## src/logic/bwd_pkg.sv

```systemverilog
// Purpose: Shared constants and carrier types for the bus watchdog.
// Assumes: Registers sit on byte offsets within a 4 KB APB window.
// Notes:   Identification values are module parameters, not held here.

package bwd_pkg;

  // ----------------------------------------------------------------
  // Bus geometry
  // ----------------------------------------------------------------
  localparam int unsigned BWD_AW = 12;
  localparam int unsigned BWD_DW = 32;

  // ----------------------------------------------------------------
  // Register byte offsets
  // ----------------------------------------------------------------
  localparam logic [11:0] BWD_OFF_RELOAD = 12'h000;
  localparam logic [11:0] BWD_OFF_VALUE = 12'h004;
  localparam logic [11:0] BWD_OFF_CONTROL = 12'h008;
  localparam logic [11:0] BWD_OFF_INTCLEAR = 12'h00C;
  localparam logic [11:0] BWD_OFF_RAWSTAT = 12'h010;
  localparam logic [11:0] BWD_OFF_MASKSTAT = 12'h014;
  localparam logic [11:0] BWD_OFF_LOCK = 12'hC00;
  localparam logic [11:0] BWD_OFF_ITCTRL = 12'hF00;
  localparam logic [11:0] BWD_OFF_ITOUT = 12'hF04;
  localparam logic [11:0] BWD_OFF_ID4 = 12'hFD0;
  localparam logic [11:0] BWD_OFF_ID0 = 12'hFE0;
  localparam logic [11:0] BWD_OFF_ID1 = 12'hFE4;
  localparam logic [11:0] BWD_OFF_ID2 = 12'hFE8;
  localparam logic [11:0] BWD_OFF_ID3 = 12'hFEC;
  localparam logic [11:0] BWD_OFF_CID0 = 12'hFF0;
  localparam logic [11:0] BWD_OFF_CID1 = 12'hFF4;
  localparam logic [11:0] BWD_OFF_CID2 = 12'hFF8;
  localparam logic [11:0] BWD_OFF_CID3 = 12'hFFC;

  // ----------------------------------------------------------------
  // Field positions, key and reset values
  // ----------------------------------------------------------------
  localparam int unsigned BWD_CTRL_COUNTER_INTERRUPT_ENABLE_BIT = 0;
  localparam int unsigned BWD_CTRL_RESET_OUTPUT_ENABLE_BIT = 1;
  localparam int unsigned BWD_ITOP_RES_BIT = 0;
  localparam int unsigned BWD_ITOP_INT_BIT = 1;
  localparam int unsigned BWD_ITCR_MODE_BIT = 0;
  localparam int unsigned BWD_REV_LSB = 4;
  localparam logic [31:0] BWD_UNLOCK_KEY = 32'h1ACCE551;
  localparam logic [31:0] BWD_RELOAD_RST = 32'hFFFFFFFF;
  localparam logic [1:0] BWD_CONTROL_RST = 2'h0;
  localparam logic [1:0] BWD_ITOUT_RST = 2'h0;
  localparam logic BWD_LOCK_RST = 1'b0;

  // ----------------------------------------------------------------
  // Carrier types
  // ----------------------------------------------------------------
  typedef struct packed {
    logic sel;
    logic enable;
    logic write;
    logic [11:0] addr;
    logic [31:0] wdata;
  } bwd_apb_req_t;

  typedef struct packed {
    logic reset_output_enable;
    logic counter_interrupt_enable;
  } bwd_ctrl_t;

endpackage : bwd_pkg

```

## src/logic/bwd_counter.sv

```systemverilog
// Purpose: Down-counter with interrupt and timeout request for the watchdog.
// Assumes: Count clock equals the bus clock; i_clk_en marks count edges.
// Notes:   Reload requests act at once, independent of the clock enable.

module bwd_counter #(
  parameter int unsigned CW = 32
) (
  input wire logic i_clk,
  input wire logic i_rst,
  input wire logic i_dom_rst_n,
  input wire logic i_count_en,
  input wire logic i_clk_en,
  input wire logic i_reload,
  input wire logic [CW-1:0] i_reload_value,
  input wire logic i_irq_clear,
  output logic [CW-1:0] o_count,
  output logic o_raw_irq,
  output logic o_reset_req
);

  logic [CW-1:0] count_q;
  logic [CW-1:0] count_d;
  logic irq_q;
  logic irq_d;
  logic req_q;
  logic req_d;
  logic tick;
  logic zero_hit;

  // ----------------------------------------------------------------
  // Next-state terms
  // ----------------------------------------------------------------
  assign tick = i_count_en & i_clk_en & i_dom_rst_n;
  // Reload request masks the zero event of the same edge
  assign zero_hit = tick & ~i_reload & (count_q == '0);
  assign count_d = !i_dom_rst_n ? {CW{1'b1}} :
                   i_reload ? i_reload_value :
                   zero_hit ? i_reload_value :
                   tick ? count_q - {{(CW-1){1'b0}}, 1'b1} :
                   count_q;
  // Set beats clear so a zero event is never lost
  assign irq_d = !i_dom_rst_n ? 1'b0 :
                 zero_hit ? 1'b1 :
                 i_irq_clear ? 1'b0 : irq_q;
  // Second zero with interrupt still pending raises timeout
  assign req_d = !i_dom_rst_n ? 1'b0 :
                 (zero_hit & irq_q) ? 1'b1 : req_q;

  // State registers
  always_ff @(posedge i_clk or posedge i_rst)
  begin
    if (i_rst)
    begin
      count_q <= {CW{1'b1}};
      irq_q <= 1'b0;
      req_q <= 1'b0;
    end
    else
    begin
      count_q <= count_d;
      irq_q <= irq_d;
      req_q <= req_d;
    end
  end

  assign o_count = count_q;
  assign o_raw_irq = irq_q;
  assign o_reset_req = req_q;
endmodule : bwd_counter

```

## src/logic/bwd_watchdog.sv

```systemverilog
// Purpose: Register file, lock and test logic of an APB watchdog.
// Assumes: Count clock is the bus clock; count enable marks count edges.
// Notes:   APB slave with zero wait states and no error response.
//
// How it works
// Control bit 1 masks timeout reset output
// Control bit 0 enables counter and interrupt
// Enable rising edge reloads counter
// Clear write drops interrupt, reloads counter
// Raw status bit 0 is unmasked interrupt
// Masked status equals raw AND enable; drives pin
// Key unlocks writes; other values relock
// Locked: only lock register accepts writes
// Lock read: bit 0 status, rest zero
// Unlocked after reset
// Test control bit 0 enters test mode
// Test mode: pins follow test output bits
// Unused upper register bits read zero
// Count only on enabled clock edges
// System supplies count clock synchronous to bus
// Revision input feeds identification register
// Reload register write restarts countdown
// After zero, reload and keep counting
// Uncleared interrupt at next zero requests reset
// Domain reset clears counter, interrupt, outputs (the code loads all ones into the counter)

module bwd_watchdog #(
  parameter int unsigned CW = 32,
  // Identification bytes: arbitrary neutral values
  parameter logic [7:0] ID4_VAL = 8'h00,
  parameter logic [7:0] ID0_VAL = 8'h11,
  parameter logic [7:0] ID1_VAL = 8'h22,
  parameter logic [7:0] ID2_VAL = 8'h33,
  parameter logic [3:0] ID3_LOW_VAL = 4'h0,
  parameter logic [7:0] CID0_VAL = 8'h44,
  parameter logic [7:0] CID1_VAL = 8'h55,
  parameter logic [7:0] CID2_VAL = 8'h66,
  parameter logic [7:0] CID3_VAL = 8'h77
) (
  input wire logic i_core_clk,
  input wire logic i_rst,
  input wire logic i_psel,
  input wire logic i_penable,
  input wire logic i_pwrite,
  input wire logic [11:0] i_paddr,
  input wire logic [31:0] i_pwdata,
  output logic [31:0] o_prdata,
  output logic o_pready,
  output logic o_pslverr,
  input wire logic i_count_clock_enable,
  input wire logic i_count_domain_reset_n,
  input wire logic [3:0] i_late_revision_input,
  output logic o_timeout_irq_out,
  output logic o_timeout_reset_out
);

  // ----------------------------------------------------------------
  // Bus request carrier
  // ----------------------------------------------------------------
  bwd_pkg::bwd_apb_req_t req;
  assign req.sel = i_psel;
  assign req.enable = i_penable;
  assign req.write = i_pwrite;
  assign req.addr = i_paddr;
  assign req.wdata = i_pwdata;

  // ----------------------------------------------------------------
  // Declarations
  // ----------------------------------------------------------------
  logic [31:0] reload_q;
  logic [31:0] reload_d;
  bwd_pkg::bwd_ctrl_t ctrl_q;
  bwd_pkg::bwd_ctrl_t ctrl_d;
  logic lock_q;
  logic lock_d;
  logic itcr_q;
  logic itcr_d;
  logic [1:0] itop_q;
  logic [1:0] itop_d;
  logic [31:0] prdata_q;
  logic [31:0] prdata_d;
  logic wr_access;
  logic rd_setup;
  logic wr_open;
  logic wr_lock;
  logic wr_reload;
  logic wr_ctrl;
  logic wr_intclr;
  logic wr_itcr;
  logic wr_itop;
  logic en_rise;
  logic cnt_reload;
  logic [CW-1:0] cnt_value;
  logic [CW-1:0] cnt_reload_value;
  logic [CW-1:0] count;
  logic raw_irq;
  logic reset_req;
  logic masked_irq;
  logic [31:0] rd_mux;
  logic [31:0] id_mux;

  // ----------------------------------------------------------------
  // Bus decode
  // ----------------------------------------------------------------
  // Writes commit in the access phase; reads are fetched in setup
  assign wr_access = req.sel & req.enable & req.write;
  assign rd_setup = req.sel & ~req.enable & ~req.write;
  // Lock gates every write except to the lock register itself
  assign wr_open = wr_access & ~lock_q;
  assign wr_lock = wr_access & (req.addr == bwd_pkg::BWD_OFF_LOCK);
  assign wr_reload = wr_open & (req.addr == bwd_pkg::BWD_OFF_RELOAD);
  assign wr_ctrl = wr_open & (req.addr == bwd_pkg::BWD_OFF_CONTROL);
  assign wr_intclr = wr_open & (req.addr == bwd_pkg::BWD_OFF_INTCLEAR);
  assign wr_itcr = wr_open & (req.addr == bwd_pkg::BWD_OFF_ITCTRL);
  assign wr_itop = wr_open & (req.addr == bwd_pkg::BWD_OFF_ITOUT);

  // Zero wait states, no error response
  assign o_pready = 1'b1;
  assign o_pslverr = 1'b0;

  // ----------------------------------------------------------------
  // Register next values
  // ----------------------------------------------------------------
  assign reload_d = wr_reload ? req.wdata : reload_q;
  assign ctrl_d = wr_ctrl ?
    {req.wdata[bwd_pkg::BWD_CTRL_RESET_OUTPUT_ENABLE_BIT],
     req.wdata[bwd_pkg::BWD_CTRL_COUNTER_INTERRUPT_ENABLE_BIT]} : ctrl_q;
  // Only the exact key opens; anything else closes
  assign lock_d = wr_lock ? (req.wdata != bwd_pkg::BWD_UNLOCK_KEY)
                          : lock_q;
  assign itcr_d = wr_itcr ?
    req.wdata[bwd_pkg::BWD_ITCR_MODE_BIT] : itcr_q;
  assign itop_d = wr_itop ?
    {req.wdata[bwd_pkg::BWD_ITOP_INT_BIT],
     req.wdata[bwd_pkg::BWD_ITOP_RES_BIT]} : itop_q;

  // Software registers
  always_ff @(posedge i_core_clk or posedge i_rst)
  begin
    if (i_rst)
    begin
      reload_q <= bwd_pkg::BWD_RELOAD_RST;
      ctrl_q <= bwd_pkg::BWD_CONTROL_RST;
      lock_q <= bwd_pkg::BWD_LOCK_RST;
      itcr_q <= 1'b0;
      itop_q <= bwd_pkg::BWD_ITOUT_RST;
    end
    else
    begin
      reload_q <= reload_d;
      ctrl_q <= ctrl_d;
      lock_q <= lock_d;
      itcr_q <= itcr_d;
      itop_q <= itop_d;
    end
  end

  // ----------------------------------------------------------------
  // Counter control
  // ----------------------------------------------------------------
  // Enable rising from software restarts the countdown
  assign en_rise = ctrl_d.counter_interrupt_enable &
                   ~ctrl_q.counter_interrupt_enable;
  assign cnt_reload = en_rise | wr_intclr | wr_reload;
  // A fresh reload write takes the new value in the same cycle
  assign cnt_reload_value = reload_d[CW-1:0];

  bwd_counter #(
    .CW(CW)
  ) u_counter (
    .i_clk(i_core_clk),
    .i_rst(i_rst),
    .i_dom_rst_n(i_count_domain_reset_n),
    .i_count_en(ctrl_q.counter_interrupt_enable),
    .i_clk_en(i_count_clock_enable),
    .i_reload(cnt_reload),
    .i_reload_value(cnt_reload_value),
    .i_irq_clear(wr_intclr),
    .o_count(count),
    .o_raw_irq(raw_irq),
    .o_reset_req(reset_req)
  );
  assign cnt_value = count;

  // ----------------------------------------------------------------
  // Output pins
  // ----------------------------------------------------------------
  assign masked_irq = raw_irq & ctrl_q.counter_interrupt_enable;
  // Test mode hands both pins straight to the test output bits
  assign o_timeout_irq_out = itcr_q ?
    itop_q[bwd_pkg::BWD_ITOP_INT_BIT] : masked_irq;
  assign o_timeout_reset_out = itcr_q ?
    itop_q[bwd_pkg::BWD_ITOP_RES_BIT] :
    (reset_req & ctrl_q.reset_output_enable);

  // ----------------------------------------------------------------
  // Read data
  // ----------------------------------------------------------------
  // Identification window; revision nibble is a live input
  assign id_mux =
    (req.addr == bwd_pkg::BWD_OFF_ID4) ? {24'h000000, ID4_VAL} :
    (req.addr == bwd_pkg::BWD_OFF_ID0) ? {24'h000000, ID0_VAL} :
    (req.addr == bwd_pkg::BWD_OFF_ID1) ? {24'h000000, ID1_VAL} :
    (req.addr == bwd_pkg::BWD_OFF_ID2) ? {24'h000000, ID2_VAL} :
    (req.addr == bwd_pkg::BWD_OFF_ID3) ?
      {24'h000000, i_late_revision_input, ID3_LOW_VAL} :
    (req.addr == bwd_pkg::BWD_OFF_CID0) ? {24'h000000, CID0_VAL} :
    (req.addr == bwd_pkg::BWD_OFF_CID1) ? {24'h000000, CID1_VAL} :
    (req.addr == bwd_pkg::BWD_OFF_CID2) ? {24'h000000, CID2_VAL} :
    (req.addr == bwd_pkg::BWD_OFF_CID3) ? {24'h000000, CID3_VAL} :
    32'h00000000;

  // Narrow registers pad with zeros; unmapped reads give zero
  assign rd_mux =
    (req.addr == bwd_pkg::BWD_OFF_RELOAD) ? reload_q :
    (req.addr == bwd_pkg::BWD_OFF_VALUE) ?
      32'(cnt_value) :
    (req.addr == bwd_pkg::BWD_OFF_CONTROL) ?
      {30'h00000000, ctrl_q} :
    (req.addr == bwd_pkg::BWD_OFF_RAWSTAT) ?
      {31'h00000000, raw_irq} :
    (req.addr == bwd_pkg::BWD_OFF_MASKSTAT) ?
      {31'h00000000, masked_irq} :
    (req.addr == bwd_pkg::BWD_OFF_LOCK) ?
      {31'h00000000, lock_q} :
    (req.addr == bwd_pkg::BWD_OFF_ITCTRL) ?
      {31'h00000000, itcr_q} :
    id_mux;

  assign prdata_d = rd_setup ? rd_mux : prdata_q;

  // Read data register, valid through the access phase
  always_ff @(posedge i_core_clk or posedge i_rst)
  begin
    if (i_rst)
    begin
      prdata_q <= 32'h00000000;
    end
    else
    begin
      prdata_q <= prdata_d;
    end
  end

  assign o_prdata = prdata_q;
endmodule : bwd_watchdog

```

## config.mk

```make
export PLATFORM = sky130hd
export DESIGN_NAME = bwd_watchdog
export DESIGN_NICKNAME = d
export VERILOG_FILES = /design/src/logic/bwd_pkg.sv /design/src/logic/bwd_counter.sv /design/src/logic/bwd_watchdog.sv
export SDC_FILE = /design/constraint.sdc
export NUM_CORES = 1
export LEC_CHECK = 0
export ABC_AREA = 0
export BUFFER_PORTS_ARGS = -buffer_cell sky130_fd_sc_hd__buf_2
export CAP_MARGIN = 0
export CORE_MARGIN = 2
export CORE_UTILIZATION = 53
export DETAILED_ROUTE_END_ITERATION = 8
export PLACE_DENSITY = 0.75
export SYNTH_ARGS = -nofsm -noshare
export SYNTH_HDL_FRONTEND = slang
export SYNTH_SLANG_ARGS = --single-unit
```

## constraint.sdc

```tcl
create_clock -name i_core_clk -period 4 [get_ports i_core_clk]
set_input_delay 0.4 -clock i_core_clk [delete_from_list [all_inputs] [get_ports i_core_clk]]
set_output_delay 0.4 -clock i_core_clk [all_outputs]
set_load 0.01 [all_outputs]
```

* After elaboration in Yosys (flattened, before gate mapping) *
Cells that the tools add are included.

operators by class
  reductions and logical operators = 2
  bitwise operators = 26
  eq/ne operators = 21
  $add $sub $neg = 1
  mux-type cells = 29

operators with widths
  kind                                                                    number
  32-bit 2-to-1 mux                                                       7
  12-bit equality test, second input constant                             12
  8-bit 2-to-1 mux                                                        10
  32-bit logical NOT                                                      1
  32-bit by 29-bit != test with 1-bit output, second input constant       1
  32-bit by 1-bit subtractor with 32-bit output, second input constant    1
  7-bit 2-to-1 mux                                                        4
  12-bit by 4-bit equality test with 1-bit output, second input constant  2
  12-bit by 5-bit equality test with 1-bit output, second input constant  2
  1-bit AND                                                               19
  12-bit by 3-bit equality test with 1-bit output, second input constant  1
  12-bit logical NOT                                                      1
  1-bit 2-to-1 mux                                                        8
  1-bit inverter                                                          5
  4-bit by 1-bit != test with 1-bit output, second input constant         1
  3-bit by 1-bit != test with 1-bit output, second input constant         1
  2-bit by 1-bit != test with 1-bit output, second input constant         1
  1-bit bitwise OR                                                        2

storage, ports and cells
  register bits = 104
  output and inout port bits = 36
  input bits = 55

* Logic depth before layout (Yosys ltp) *
Gate-level depths: netlist of run 1.

  word-level depth = 17
  gate-level depth with buffers = 10
  depth with buffers taken out = 8

* Cells and area by module *
A second synthesis of run 1 with hierarchy kept.

second synthesis, totals
  cells, all modules = 577
  area total of the unflattened synthesis = 5819.3 um^2

by module, submodules not included
  module        seq. area each (um^2)  cells an instance  area an instance (um^2)  times used
  bwd_watchdog  1791.7                 309                3374.5                   1
  bwd_counter   890.9                  268                2444.8                   1

* Worst setup path after synthesis of run 1 *
OpenSTA, ideal clock, no wires.

  path type = reg-to-reg
  start = register u_counter.count_q[0] (netlist: u_counter.o_count[0])
  end = register u_counter.count_q[2] (netlist: u_counter.o_count[2])
  required time = 3.911 ns
  buffers on the path = 2
  library setup time = 0.089 ns
  stages on the path, launching flop included = 11
  clock period less this slack = 2.341 ns
  data arrival time = 2.251 ns
  slack = 1.659 ns
  path through = dfstp_2 inv_1 ha_1 nor4b_1 and3_1 buf_2 and4bb_1 a31oi_1 buf_2 nor3_1 a211oi_1

between the ends
  word-level cells in the longest chain between the ends = 5
  elaborated cells between the ends (all ways) = 8
  classes of those cells = 1 x add/sub; 1 x eq/ne; 4 x mux; 1 x bitwise; 1 x reduce/logical

ends and longest elaborated chain
  what                                                                                        RTL line                              RTL
  start, declared                                                                             bwd_counter.sv:21                     logic [CW-1:0] count_q;
  start signal, assigned                                                                      bwd_counter.sv:54                     count_q <= {CW{1'b1}};
  start signal, assigned                                                                      bwd_counter.sv:60                     count_q <= count_d;
  32-bit by 1-bit subtractor with 32-bit output / 32-bit logical NOT (equally long branches)  bwd_counter.sv:39, bwd_counter.sv:35
  32-bit 2-to-1 mux / 1-bit AND (equally long branches)                                       bwd_counter.sv:39, bwd_counter.sv:35
  32-bit 2-to-1 mux                                                                           bwd_counter.sv:38                     zero_hit ? i_reload_value :
  32-bit 2-to-1 mux                                                                           bwd_counter.sv:37                     i_reload ? i_reload_value :
  32-bit 2-to-1 mux                                                                           bwd_counter.sv:36                     assign count_d = !i_dom_rst_n ? {CW{1'b1}} :

Parallel ways exist; a longest one is shown, timed or not. The select of a mux whose other input is x is not followed.
A chain may end at the register's enable or synchronous reset.

* Final worst setup path of run 1 *
  start = register u_counter.count_q[0] (netlist: u_counter.o_count[0])
  end = register u_counter.count_q[1] (netlist: u_counter.o_count[1])

The elaborated chain is that of the path after synthesis.

==> results of run 1 <==
## state kept, by name, summed over array words and instances, names as in the netlist
| name | flops |
|---|---|
| o_prdata | 32 |
| reload_q | 32 |
| u_counter.o_count | 32 |
| ctrl_q | 2 |
| itop_q | 2 |
| itcr_q | 1 |
| lock_q | 1 |
| u_counter.o_raw_irq | 1 |
| u_counter.o_reset_req | 1 |
## cell type report
type	instances	area, um2
clock buffers	10	127.6
repair buffers	96	515.5
well taps	140	175.2
inverters	13	51.30
flip-flops and latches	104	2683
multi-input cells	452	2975
clock inverters	6	58.81
fillers	950	4254
## cell usage after synthesis (all sizes together), types with 4 or more instances
cell and count:
nor4 13, buf 20, dfrtp 40, a31o 4, a22oi 28, nor4bb 4
nand3 23, nor2 42, or3 5, dfstp 64, o31ai 5, nor3 43
mux2 36, nand2 66, inv 13, a211oi 10, and2 5, a21oi 22
and4 4, mux2i 13, o21ai 38, clkbuf 21, nand4 18, and3 8
a31oi 5
## cells by family (layout without fill, tap and decap cells)
logic type,after synthesis,in the layout,share of synthesized area
multiplexers,49,49,0.09077
XOR/XNOR,2,2,0.002970
AO/OA/AOI/OAI,147,147,0.1750
flip-flops,104,104,0.4547
AND/OR/NAND/NOR,251,251,0.2312
buffers and inverters,54,125,0.04199
other,2,2,0.001273
adder cells (fa/ha/maj),1,1,0.002121
## layer usage
metal,global-route usage,vias to the layer above,share of wire
met2,0.4369,223,0.47
li1,-,2405,-
met1,0.3939,2589,0.44
met5,0,-,0
met4,0.08409,0,0.016
met3,0.05039,19,0.067
## power by group through the flow
stage / combinational [mW] / clock, mW / sequential [mW]
floorplan: 0.0635 / 0 / 1.08
global placement: 0.115 / 0 / 1.08
detailed placement: 0.119 / 0 / 1.08
CTS: 0.120 / 0.665 / 1.07
global route: 0.132 / 0.713 / 1.07
finish: 0.119 / 0.651 / 1.07
## path summary, 6_finish.rpt
path                                      start              endpoint  slack (ns)
setup / recovery           u_counter.o_count[0]  u_counter.o_count[1]        0.96
hold / removal                     i_pwdata[13]          reload_q[13]        0.28
setup reg to reg           u_counter.o_count[0]  u_counter.o_count[1]        0.96
hold reg to reg                    o_prdata[17]          o_prdata[17]        0.48
max in group asynchronous                 i_rst  u_counter.o_count[3]        2.71
min in group asynchronous                 i_rst          o_prdata[10]        0.49
## worst max-delay path, delay by kind of cell, from the launching register on
family	cells	cell delay, ns
AOI/OAI and AO/OA	2	0.68
adders and majority gates	1	0.24
buffers and inverters	2	0.42
DFF	1	0.57
muxes	1	0.23
and+or+nand+nor	3	0.78
## per-stage QoR
step,total power [mW],hold WS [ns],cells
3_3_place_gp,1.200,0.3460,804
5_1_grt,1.914,0.2668,821
3_5_place_dp,1.204,0.3554,804
2_1_floorplan,1.144,0.4629,610
4_1_cts,1.852,0.2757,821
6_report,1.838,0.2801,821
==> results.txt, run 1 <==
- Biggest cell delay along the critical path: 0.59 ns
- Vias: 5236
- Number of buffer cells added on primary ports: 88
- VDD IR max: 0.0001551 V
* Die Span X: 109.5 um
* Number of clock sinks: 104
- CP Capture Type: flip-flop
* Data arrival time of the critical path: 3.32 ns
- The total area inside the core boundary comes to 10840 um2.
* Final #Nets: 732
- Max-cap violations: 0
- Required time at the endpoint of the critical path: 4.28 ns
- The synthesized netlist occupies a cell area of 5899 um2.
- Clock root buffer: sky130_fd_sc_hd__clkbuf_8
- Headroom to the max-slew limit came out at 0.4858.
- Slew at the pin with the worst max-slew slack: 0.7714 ns
- Of the total power, combinational logic draws 0.065.
- For this block, the routed nets add up to 15.84 mm of wire.
- Main flop type after synthesis: sky130_fd_sc_hd__dfstp_2
- Type of the worst min-delay path: input pin to flip-flop
- In this run, synthesis inferred 0 flip-flops with an integrated enable.
* Cell area after placement: 6390 um2
- After clock tree synthesis, the clock-pin slew on the worst setup and hold paths is 0.10 ns.
* Post-synth top area share: 0.2850
- Setup repair after global routing missed its margin: false
- The first routing iteration left 453 violations.
* Fin crit period: 3.038 ns
- For the worst flop-to-flop path, the logic depth is 9.
- Relative to the synthesized area, the layout overhead comes to 11.64%.
- The first global-routing pass estimated 25.81 mm of wire.
- TritonRoute pass-1 iters: 5
* Layout cell share with drive strength beyond 1: 0.3275
- For this design the static power due to leakage is 2.769 nW.
- The longest clock path from root to sink contains 2 buffers.
* Yosys reg bits: 104
* Cell area after layout: 6586 um2
- The H-tree generated during clock tree synthesis spans 3 levels.
* Number of cells on the worst hold path: 2
- The share of total power dissipated in the clock network is 0.354.
* Critical path class: flip-flop to flip-flop
- Synthesized area per cell: 9.671 um2
- Routed wirelength normalized by instance count: 19.30 um
- The number of hold buffers added after CTS was 1.
* Post-placement setup slack: 1.014 ns
* Maximum number of pins on one net before global-route repair: 89
- Count of standard-cell rows: 38
- Once detail routing completed, the nets flagged for antenna violations numbered 0.
* Internal power summed over all cells: 1.387 mW
- The total overflow left after global routing is 0.
- The biggest area contributor in the post-synthesis netlist is sky130_fd_sc_hd__dfstp_2.
- Top fanout value on the critical path: 12
- The hold violation count in the final report came to 0.
* Starting utilization of the core area: 0.5442
* Gate count after technology mapping: 610
- Sorting the synthesized cells by area gives the leading types as sky130_fd_sc_hd__dfstp_2 29%, sky130_fd_sc_hd__dfrtp_1 17%, sky130_fd_sc_hd__mux2_2 4.2%, sky130_fd_sc_hd__nand2_1 4.1%, sky130_fd_sc_hd__a22oi_1 3.6%.
* TritonCTS clock tree: done
* Post-synthesis cell type count: 74
- The number of nets handed over by synthesis was 666.
* Number of buffers created by CTS: 9
- Once detailed placement completed, the half-perimeter wirelength came to 11.45 mm.
* Final standard cell utilization of the core: 0.6076
- The floorplan step set the die height to 109.5 um.
* Most frequent standard cell in the layout excluding fill and tap cells: sky130_fd_sc_hd__buf_2
* Highest clock frequency the design can meet: 329.2 MHz
- Number of resized instances in the post-cts repair step: 0
* Fin Clk Skew: 0.01740 ns
- For the worst-skew pair, the clock arrives at the later sink with an insertion delay of 0.38 ns.
- Critical path cell sequence: inv_1, ha_1, nor4b_1, and3_1, and4bb_1, a31oi_2, buf_4, mux2i_1, a21oi_1
- In the global route stage, overall resource usage came out at 0.2785.
* Worst path setup slack after routing: 0.9621 ns
- Finish-stage setup viols: 0
* Sequential fraction of the synthesis area: 0.4547
- Of the total power, the share spent switching nets is 0.2451.
* Final RePlAce weighted congestion: 0.8948
- For this design the ratio of total power to cell area is 279.0 nW/um2.
* Final count of pins violating max slew: 0
- The initial antenna violation count is 0.
* Number of global-route vias before repair: 4986
* Buffers inserted by post-CTS timing repair: 0
- Net switching power: 0.4504 mW
- The share of total power dissipated in sequential elements is 0.581.
- The run finished with clean final reports.
* Diode insertion count for antenna repair: 0
- After detailed routing, the number of remaining DRC violations is 0.
* Die Area: 11990 um2
* Highest-delay cell along the critical path: sky130_fd_sc_hd__a31oi_2
* Ports placed on the boundary: 91
- Leading cell types in the layout, fill and taps excluded: 88 x sky130_fd_sc_hd__buf_2, 64 x sky130_fd_sc_hd__nand2_1, 64 x sky130_fd_sc_hd__dfstp_2, 42 x sky130_fd_sc_hd__nor3_1, 42 x sky130_fd_sc_hd__nor2_1
- In the final timing run, aggregate negative setup slack is 0 ns.
* Period utilisation layout: 0.7595
- After detailed routing, the number of vias per cell comes to 6.378.
- For this run, the number of Yosys warnings is 0.
- In the synthesized netlist the async set-or-reset flop fraction comes to 1.000.
- Kind of launch point of the worst setup path: flip-flop
No activity file was read; power rests on OpenSTA's default activity.
==> run 2: changes to the inputs <==
--- a/config.mk
+++ b/config.mk
@@ -9,9 +9,9 @@
 export BUFFER_PORTS_ARGS = -buffer_cell sky130_fd_sc_hd__buf_2
 export CAP_MARGIN = 0
 export CORE_MARGIN = 2
-export CORE_UTILIZATION = 53
+export CORE_UTILIZATION = 52
 export DETAILED_ROUTE_END_ITERATION = 8
-export PLACE_DENSITY = 0.75
+export PLACE_DENSITY = 0.77
 export SYNTH_ARGS = -nofsm -noshare
 export SYNTH_HDL_FRONTEND = slang
 export SYNTH_SLANG_ARGS = --single-unit
==> constraint.sdc (replaced) <==
create_clock -name i_core_clk -period 2.7 [get_ports i_core_clk]
set_input_delay 0.27 -clock i_core_clk [delete_from_list [all_inputs] [get_ports i_core_clk]]
set_output_delay 0.27 -clock i_core_clk [all_outputs]
set_load 0.01 [all_outputs]
==> run 2 against run 1 <==
Compared with the run above:
- final cell count up 1.8%
- via count down 0.42%
- hold slack worse by 0.21 ns
- core utilization is 1.7 points higher
- power is 67% higher
- clock-buffer cell count unchanged
- global-route usage decreased by 0.50 points
- first-iteration DRC count shrank 15%
- clock skew fell by 0.011 ns
- critical endpoint is now u_counter.o_count[13]
- largest cell class unchanged
- largest power group unchanged
==> results.txt, run 2 (same netlist as run 1, synthesis figures left out) <==
- STA classifies the critical path endpoint as a flip-flop.
* Fin crit period: 2.528 ns (-0.5101 ns)
- Die Area: 12210 um2 (+1.8%)
- Ports placed on the boundary: 91 (unchanged)
- Accumulated negative setup slack: 0 ns (unchanged)
- The last weighted congestion value of the routability-driven placer is 0.8925 (-0.26%).
- The largest net degree at the start of global routing was 105 (+18%).
* Final count of pins violating max slew: 0 (unchanged)
* Post-placement setup slack: 0.07525 ns (-0.9383 ns)
- The sequential cell area came to 2683 um2 (unchanged).
* Global-route wire length before repair: 27.17 mm (+5.3%)
- Number of buffers created by CTS: 9 (unchanged)
- Number of hold buffers added after cts: 0 (-1)
* Critical path class: flip-flop to flip-flop
- The mean number of vias per cell is 6.237 (-2.2%).
- Post-DP HPWL: 11.74 mm (+2.6%)
- The flow ran to the end, and the final reports show no timing, DRC or antenna violations.
- The post-detailed-routing wire length is 16.30 mm (+2.9%).
- Number of clock sinks: 104 (unchanged)
- The highest attainable clock frequency was 395.6 MHz (+20%).
- The total congestion overflow after global routing came to 0 (unchanged).
- The number of rows in the core area came to 38 (unchanged).
- TritonCTS built the clock tree.
* Number of cells on the worst reg-to-reg path: 8 (-1)
* Number of H-tree levels: 3 (unchanged)
* Die Span X: 110.5 um (+0.92%)
- Slew at the pin with the worst max-slew slack: 1.101 ns (+0.3294 ns)
- The number of buffers between clock root and the deepest sink is 2 (unchanged).
* Final #Nets: 747 (+2.0%)
* GRT Total Usage: 0.2735 (-0.005002)
* ANT nets after route: 0 (unchanged)
* Slew HR: 0.2661 (-0.2196)
- Layout cell share with drive strength beyond 1: 0.3448 (+0.01737)
- Most frequent standard cell in the layout excluding fill and tap cells: sky130_fd_sc_hd__buf_2
- The DRC violations left is 0 (unchanged).
- Core region area: 10940 um2 (+0.88%)
* Top fanout value on the critical path: 11 (-1)
- In the layout the commonest cells are 88 x sky130_fd_sc_hd__buf_2, 64 x sky130_fd_sc_hd__nand2_1, 64 x sky130_fd_sc_hd__dfstp_2, 42 x sky130_fd_sc_hd__nor3_1, 42 x sky130_fd_sc_hd__nor2_1.
* Clock insertion delay at the later pin of the skew report: 0.35 ns (-0.03 ns)
* Minimum hold slack: 0.06992 ns (-0.2102 ns)
- Type of the worst min-delay path: input pin to async pin
* Worst path setup slack after routing: 0.1722 ns (-0.7899 ns)
- Clock root buffer: sky130_fd_sc_hd__clkbuf_16
- Max-cap violations: 0 (unchanged)
- The overall via count from detail_route came to 5214 (-0.42%).
- Setup repair after global routing missed its margin: true
- The number of global-route vias before repair came to 5219 (+4.7%).
- Kind of launch point of the worst setup path: flip-flop
- Number of buffer cells added on primary ports: 88 (unchanged)
- Relative to the synthesized area, the layout overhead comes to 15.82%.
- VDD IR max: 0.0005319 V (+240%)
* Required time at the endpoint of the critical path: 2.99 ns (-1.29 ns)
* Number of DRC markers in iteration 0: 387 (-15%)
- Period utilisation layout: 0.9362 (+0.1767)
- The leakage component of the power came to 2.905 nW (+4.9%).
- Clock input transition at the sequential cells of the worst setup and hold paths: 0.07 ns (-0.03 ns)
- Fill count: 940 (-1.1%)
- Diode insertion count for antenna repair: 0 (unchanged)
- The arrival time at the worst endpoint came to 2.82 ns (-0.50 ns).
- The height of the chip is 110.5 um (+0.92%).
- Finish-stage setup viols: 0 (unchanged)
* Area occupied by multi-input gates: 2995 um2 (+0.67%)
* TritonRoute pass-1 iters: 5 (unchanged)
- The worst clock skew is 0.005910 ns (-0.01149 ns).
- Routed wirelength normalized by instance count: 19.50 um (+1.1%)
* Fin. Hold Viols: 0 (unchanged)
* Power per standard cell area: 448.0 nW/um2 (+61%)
- Antenna violations before repair: 0 (unchanged)
- The initial core utilization came to 0.5395 (-0.004732).
run 2: cell types whose count changed in the layout (fill, tap and decap cells not counted), moves of 3 or more:
cell / delta
sky130_fd_sc_hd__buf_4: +15
sky130_fd_sc_hd__clkbuf_16: +9
sky130_fd_sc_hd__clkbuf_8: -9
sky130_fd_sc_hd__clkinvlp_4: +3
run 2: worst max-delay path: stages (launching register included):
cell and delay (ns):
sky130_fd_sc_hd__dfstp_2 0.56, sky130_fd_sc_hd__inv_1 0.06, sky130_fd_sc_hd__ha_1 0.24, sky130_fd_sc_hd__nor4b_2 0.18, sky130_fd_sc_hd__nand4_1 0.19, sky130_fd_sc_hd__nor4_4 0.10
sky130_fd_sc_hd__or2_1 0.40, sky130_fd_sc_hd__or4_1 0.55, sky130_fd_sc_hd__and3_1 0.18
run 2: power by group:
part	switching (mW)	leakage, nW	total, mW	internal [mW]
logic	0.118	1.55	0.180	0.0619
registers	0.0106	1.22	1.58	1.57
clock network	0.585	0.138	1.30	0.714
total	0.713	2.91	3.06	2.35
run 2: worst paths after layout:
| path | from | endpoint | slack (ns) |
|---|---|---|---|
| worst max-delay path | u_counter.o_count[0] | u_counter.o_count[13] | 0.17 |
| worst min-delay path | i_rst | o_prdata[19] | 0.07 |
| worst max register to register | u_counter.o_count[0] | u_counter.o_count[13] | 0.17 |
| worst min register to register | o_prdata[23] | o_prdata[23] | 0.47 |
| max in group asynchronous | i_rst | reload_q[7] | 2.22 |
| min in group i_core_clk | i_pwdata[23] | reload_q[23] | 0.18 |
run 2: cell type report:
type / instances / share of cell area
multi-input cells: 452 / 0.4384
flip-flops and latches: 104 / 0.3926
repair buffers: 111 / 0.09339
clock buffers: 10 / 0.03351
well taps: 140 / 0.02564
clock inverters: 6 / 0.008790
inverters: 13 / 0.007691
run 2: repair_timing:
| item | 4_1_cts | 5_1_grt |
|---|---|---|
| setup buffers | 0 | 1 |
| endpoints found under the setup margin | 0 | 30 |
| gates resized for setup | 0 | 3 |
run 2: metal layers:
| metal | GRT usage | wire length, um | vias up |
|---|---|---|---|
| met5 | 0 | 0 | - |
| met4 | 0.09667 | 337 | 0 |
| met3 | 0.04665 | 1023 | 22 |
| met2 | 0.4192 | 7338 | 194 |
| met1 | 0.3926 | 7602 | 2541 |
| li1 | - | - | 2457 |
run 2: metrics by stage:
step | power [mW] | utilization | cells | instance area (um2)
floorplan | 1.695 | - | 610 | 5903
global placement | 1.782 | 0.5947 | 819 | 6504
detailed placement | 1.785 | 0.5947 | 819 | 6504
CTS | 3.077 | 0.6212 | 835 | 6793
global route | 3.175 | 0.6248 | 836 | 6833
finish | 3.061 | 0.6248 | 836 | 6833
==> run 3: changes to the inputs <==
==> constraint.sdc (replaced) <==
create_clock -name i_core_clk -period 2.7 [get_ports i_core_clk]
set_input_delay 0 -clock i_core_clk [delete_from_list [all_inputs] [get_ports i_core_clk]]
set_output_delay 0 -clock i_core_clk [all_outputs]
set_load 0.01 [all_outputs]
==> run 3 against run 2 <==
Compared with the run above:
- wire length rose by 4.3%
- sequential share of layout area fell by 2.2 points
- critical path type unchanged
- sequential power barely moved
- final cell count rose by 4.5%
- combinational power rose by 23%
- highest routed layer unchanged
==> results.txt, run 3 (same netlist as run 1, synthesis figures left out) <==
- The all-layer global routing usage is 0.2787 (+0.005236).
- Ports placed on the boundary: 91 (unchanged)
* Number of clock sinks: 104 (unchanged)
- Max-cap violations: 0 (unchanged)
- The worst setup path is of the flip-flop to flip-flop kind.
- The initial core utilization is 0.5395 (unchanged).
- The number of global-route vias before repair is 5350 (+2.5%).
* Register area: 2683 um2 (unchanged)
* Sum of routed wire length over all layers: 17.00 mm (+4.3%)
- TritonRoute pass-1 iters: 7 (+2)
* Final #Nets: 785 (+5.1%)
- The number of buffers added on ports was 88 (unchanged).
- Final standard cell utilization of the core: 0.6614 (+0.03661)
* Core region area: 10940 um2 (unchanged)
- The per-cell routed wire length is 19.45 um (-0.23%).
- Post-DP HPWL: 11.75 mm (about the same)
- Kind of launch point of the worst setup path: flip-flop
- The power share of the combinational group is 0.067 (+0.008).
- Slew HR: 0.3485 (+0.08237)
* Antenna violations before repair: 0 (unchanged)
- The critical path required time is 3.00 ns (about the same).
- Most frequent standard cell in the layout excluding fill and tap cells: sky130_fd_sc_hd__buf_2
- The number of CTS-inserted buffers is 9 (unchanged).
* Detailed-routed wire length on met2: 8.100 mm (+10%)
- Mean number of vias per cell: 6.229 (-0.13%)
- The width of the chip is 110.5 um (unchanged).
- Clock insertion delay at the later pin of the skew report: 0.36 ns (about the same)
- Worst setup path end: u_counter.o_count[13]
- In this run the worst setup path begins at u_counter.o_count[0].
- Setup repair after global routing left no endpoint under its margin.
- Highest clock frequency the design can meet: 400.8 MHz (+1.3%)
- Height of the chip: 110.5 um (unchanged)
- Reg2reg setup slack: 0.20 ns (+0.03 ns)
- Destination of the worst register-to-register timing path: u_counter.o_count[13]
- Finish-stage setup viols: 0 (unchanged)
* VDD IR max: 0.0003348 V (-37%)
- After detailed routing, no signal wire sits above met4.
- Data arrival time of the critical path: 2.80 ns (-0.02 ns)
- The fraction of layout cells with a size suffix above 1 was 0.3283 (-0.01649).
- The instance count after placement with tap cells included came to 819 (unchanged).
* Switch share: 0.2308 (-0.002251)
* Type of the worst min-delay path: input pin to flip-flop
* Top fanout value on the critical path: 11 (unchanged)
- The filler cell count in the final layout came to 889 (-5.4%).
- Fin Clk Skew: 0.009752 ns (+0.003843 ns)
- The slew of the pin with the lowest slew margin is 0.9772 ns (-0.1236 ns).
- Global-route wire length before repair: 27.49 mm (+1.2%)
- Maximum number of pins on one net before global-route repair: 78 (-26%)
- The amount of wire on met3 after detailed routing came to 969 um (-5.3%).
* Power per standard cell area: 455.7 nW/um2 (+1.7%)
- Result of the run: completed
* Post-synthesis to final-layout area growth: 22.61%
* Clock input transition at the sequential cells of the worst setup and hold paths: 0.07 ns (about the same)
- TritonCTS built the clock tree.
- Vias: 5444 (+4.4%)
- Static power due to leakage: 3.080 nW (+6.0%)
* CP Capture Type: flip-flop
* Number of H-tree levels: 3 (unchanged)
* Accumulated negative setup slack: 0 ns (unchanged)
- The DRC violations left came to 0 (unchanged).
* Fin. Hold Viols: 0 (unchanged)
- Worst r2r src: u_counter.o_count[0]
- Internal power summed over all cells: 2.536 mW (+8.0%)
- Bufs on Longest Clock Path: 2 (unchanged)
* Net switching power: 0.7608 mW (+6.6%)
- The post-route minimum period is 2.495 ns (-0.03263 ns).
* Routed metal-1 wire length: 7.607 mm (about the same)
- In the layout the commonest cells are 88 x sky130_fd_sc_hd__buf_2, 64 x sky130_fd_sc_hd__nand2_1, 64 x sky130_fd_sc_hd__dfstp_2, 42 x sky130_fd_sc_hd__nor3_1, 42 x sky130_fd_sc_hd__nor2_1.
- The die area came to 12210 um2 (unchanged).
* Period utilisation layout: 0.9241 (-0.01209)
* Share of power burned in registers: 0.480 (-0.037)
* Final count of pins violating max slew: 0 (unchanged)
* Diode insertion count for antenna repair: 0 (unchanged)
- Area occupied by multi-input gates: 2990 um2 (-0.17%)
- The iteration-0 DRC count of the detailed router is 491 (+27%).
- The number of rows in the core area was 38 (unchanged).
- The tree is rooted in a sky130_fd_sc_hd__clkbuf_16.
- Congestion Overflow GR: 0 (unchanged)
- Clock group share of total power: 0.453 (+0.029)
- Final RePlAce weighted congestion: 0.8911 (-0.16%)
* Finished Layout Cells: 874 (+4.5%)
- ANT nets after route: 0 (unchanged)
* Number of cells on the worst reg-to-reg path: 9 (+1)
## run 3: worst min-delay path by stage
| stage | from | to | slack [ns] | cells past startpoint |
|---|---|---|---|---|
| final | i_pwdata[1] | ctrl_q[1] | 0.03 | 2 |
| after detailed placement | i_pwdata[12] | reload_q[12] | 0.26 | 2 |
| after global placement | i_rst | o_prdata[10] | 0.26 | 2 |
| after CTS | i_pwdata[1] | ctrl_q[1] | 0.01 | 2 |
| after floorplan | i_count_domain_reset_n | u_counter.o_raw_irq | 0.13 | 2 |
| after global routing | i_pwdata[1] | ctrl_q[1] | 0.03 | 2 |
## run 3: area by class of cell
type,count,area share
clock buffers,11,0.03494
clock inverters,5,0.01211
inverters,13,0.007092
multi-input cells,452,0.4134
flip-flops and latches,104,0.3709
well taps,140,0.02422
repair buffers,149,0.1373
## run 3: worst max-delay path: stages (launching register included)
cell and delay, ns:
sky130_fd_sc_hd__dfstp_2 0.56, sky130_fd_sc_hd__inv_1 0.06, sky130_fd_sc_hd__ha_1 0.24, sky130_fd_sc_hd__nor4b_2 0.18, sky130_fd_sc_hd__nand4_1 0.09, sky130_fd_sc_hd__buf_4 0.14, sky130_fd_sc_hd__nor4_4 0.06, sky130_fd_sc_hd__or2_1 0.39
sky130_fd_sc_hd__or4_1 0.54, sky130_fd_sc_hd__and3_1 0.17
## run 3: per-layer routing
layer | vias up | GRT usage
met3 | 28 | 0.05434
met5 | - | 0
met1 | 2698 | 0.3774
li1 | 2526 | -
met4 | 0 | 0.09583
met2 | 192 | 0.4495
## run 3: through the flow
step / hold WS (ns) / power (mW) / area, um2 / setup WS, ns
6_report: 0.03276 / 3.296 / 7233 / 0.2049
5_1_grt: 0.02614 / 3.394 / 7233 / 0.008207
4_1_cts: 0.009698 / 3.301 / 7211 / 0.1002
3_5_place_dp: 0.2622 / 1.786 / 6490 / 0.1157
3_3_place_gp: 0.2582 / 1.780 / 6490 / 0.2588
2_1_floorplan: 0.1327 / 1.695 / 5899 / 0.07373
## run 3: timing repair
action	4_1_cts	5_1_grt
hold buffers	38	0
gates resized for setup	0	2
hold endpoints to repair	78	0
endpoints found under the setup margin	0	15
buffers inserted	0	1
## run 3: power by group through the flow
stage                     clock network [mW]  registers [mW]  logic, mW
after floorplan                            0            1.60     0.0941
after global placement                     0            1.61      0.173
after detailed placement                   0            1.61      0.178
after CTS                               1.50            1.58      0.219
after global routing                    1.57            1.58      0.244
final                                   1.49            1.58      0.222
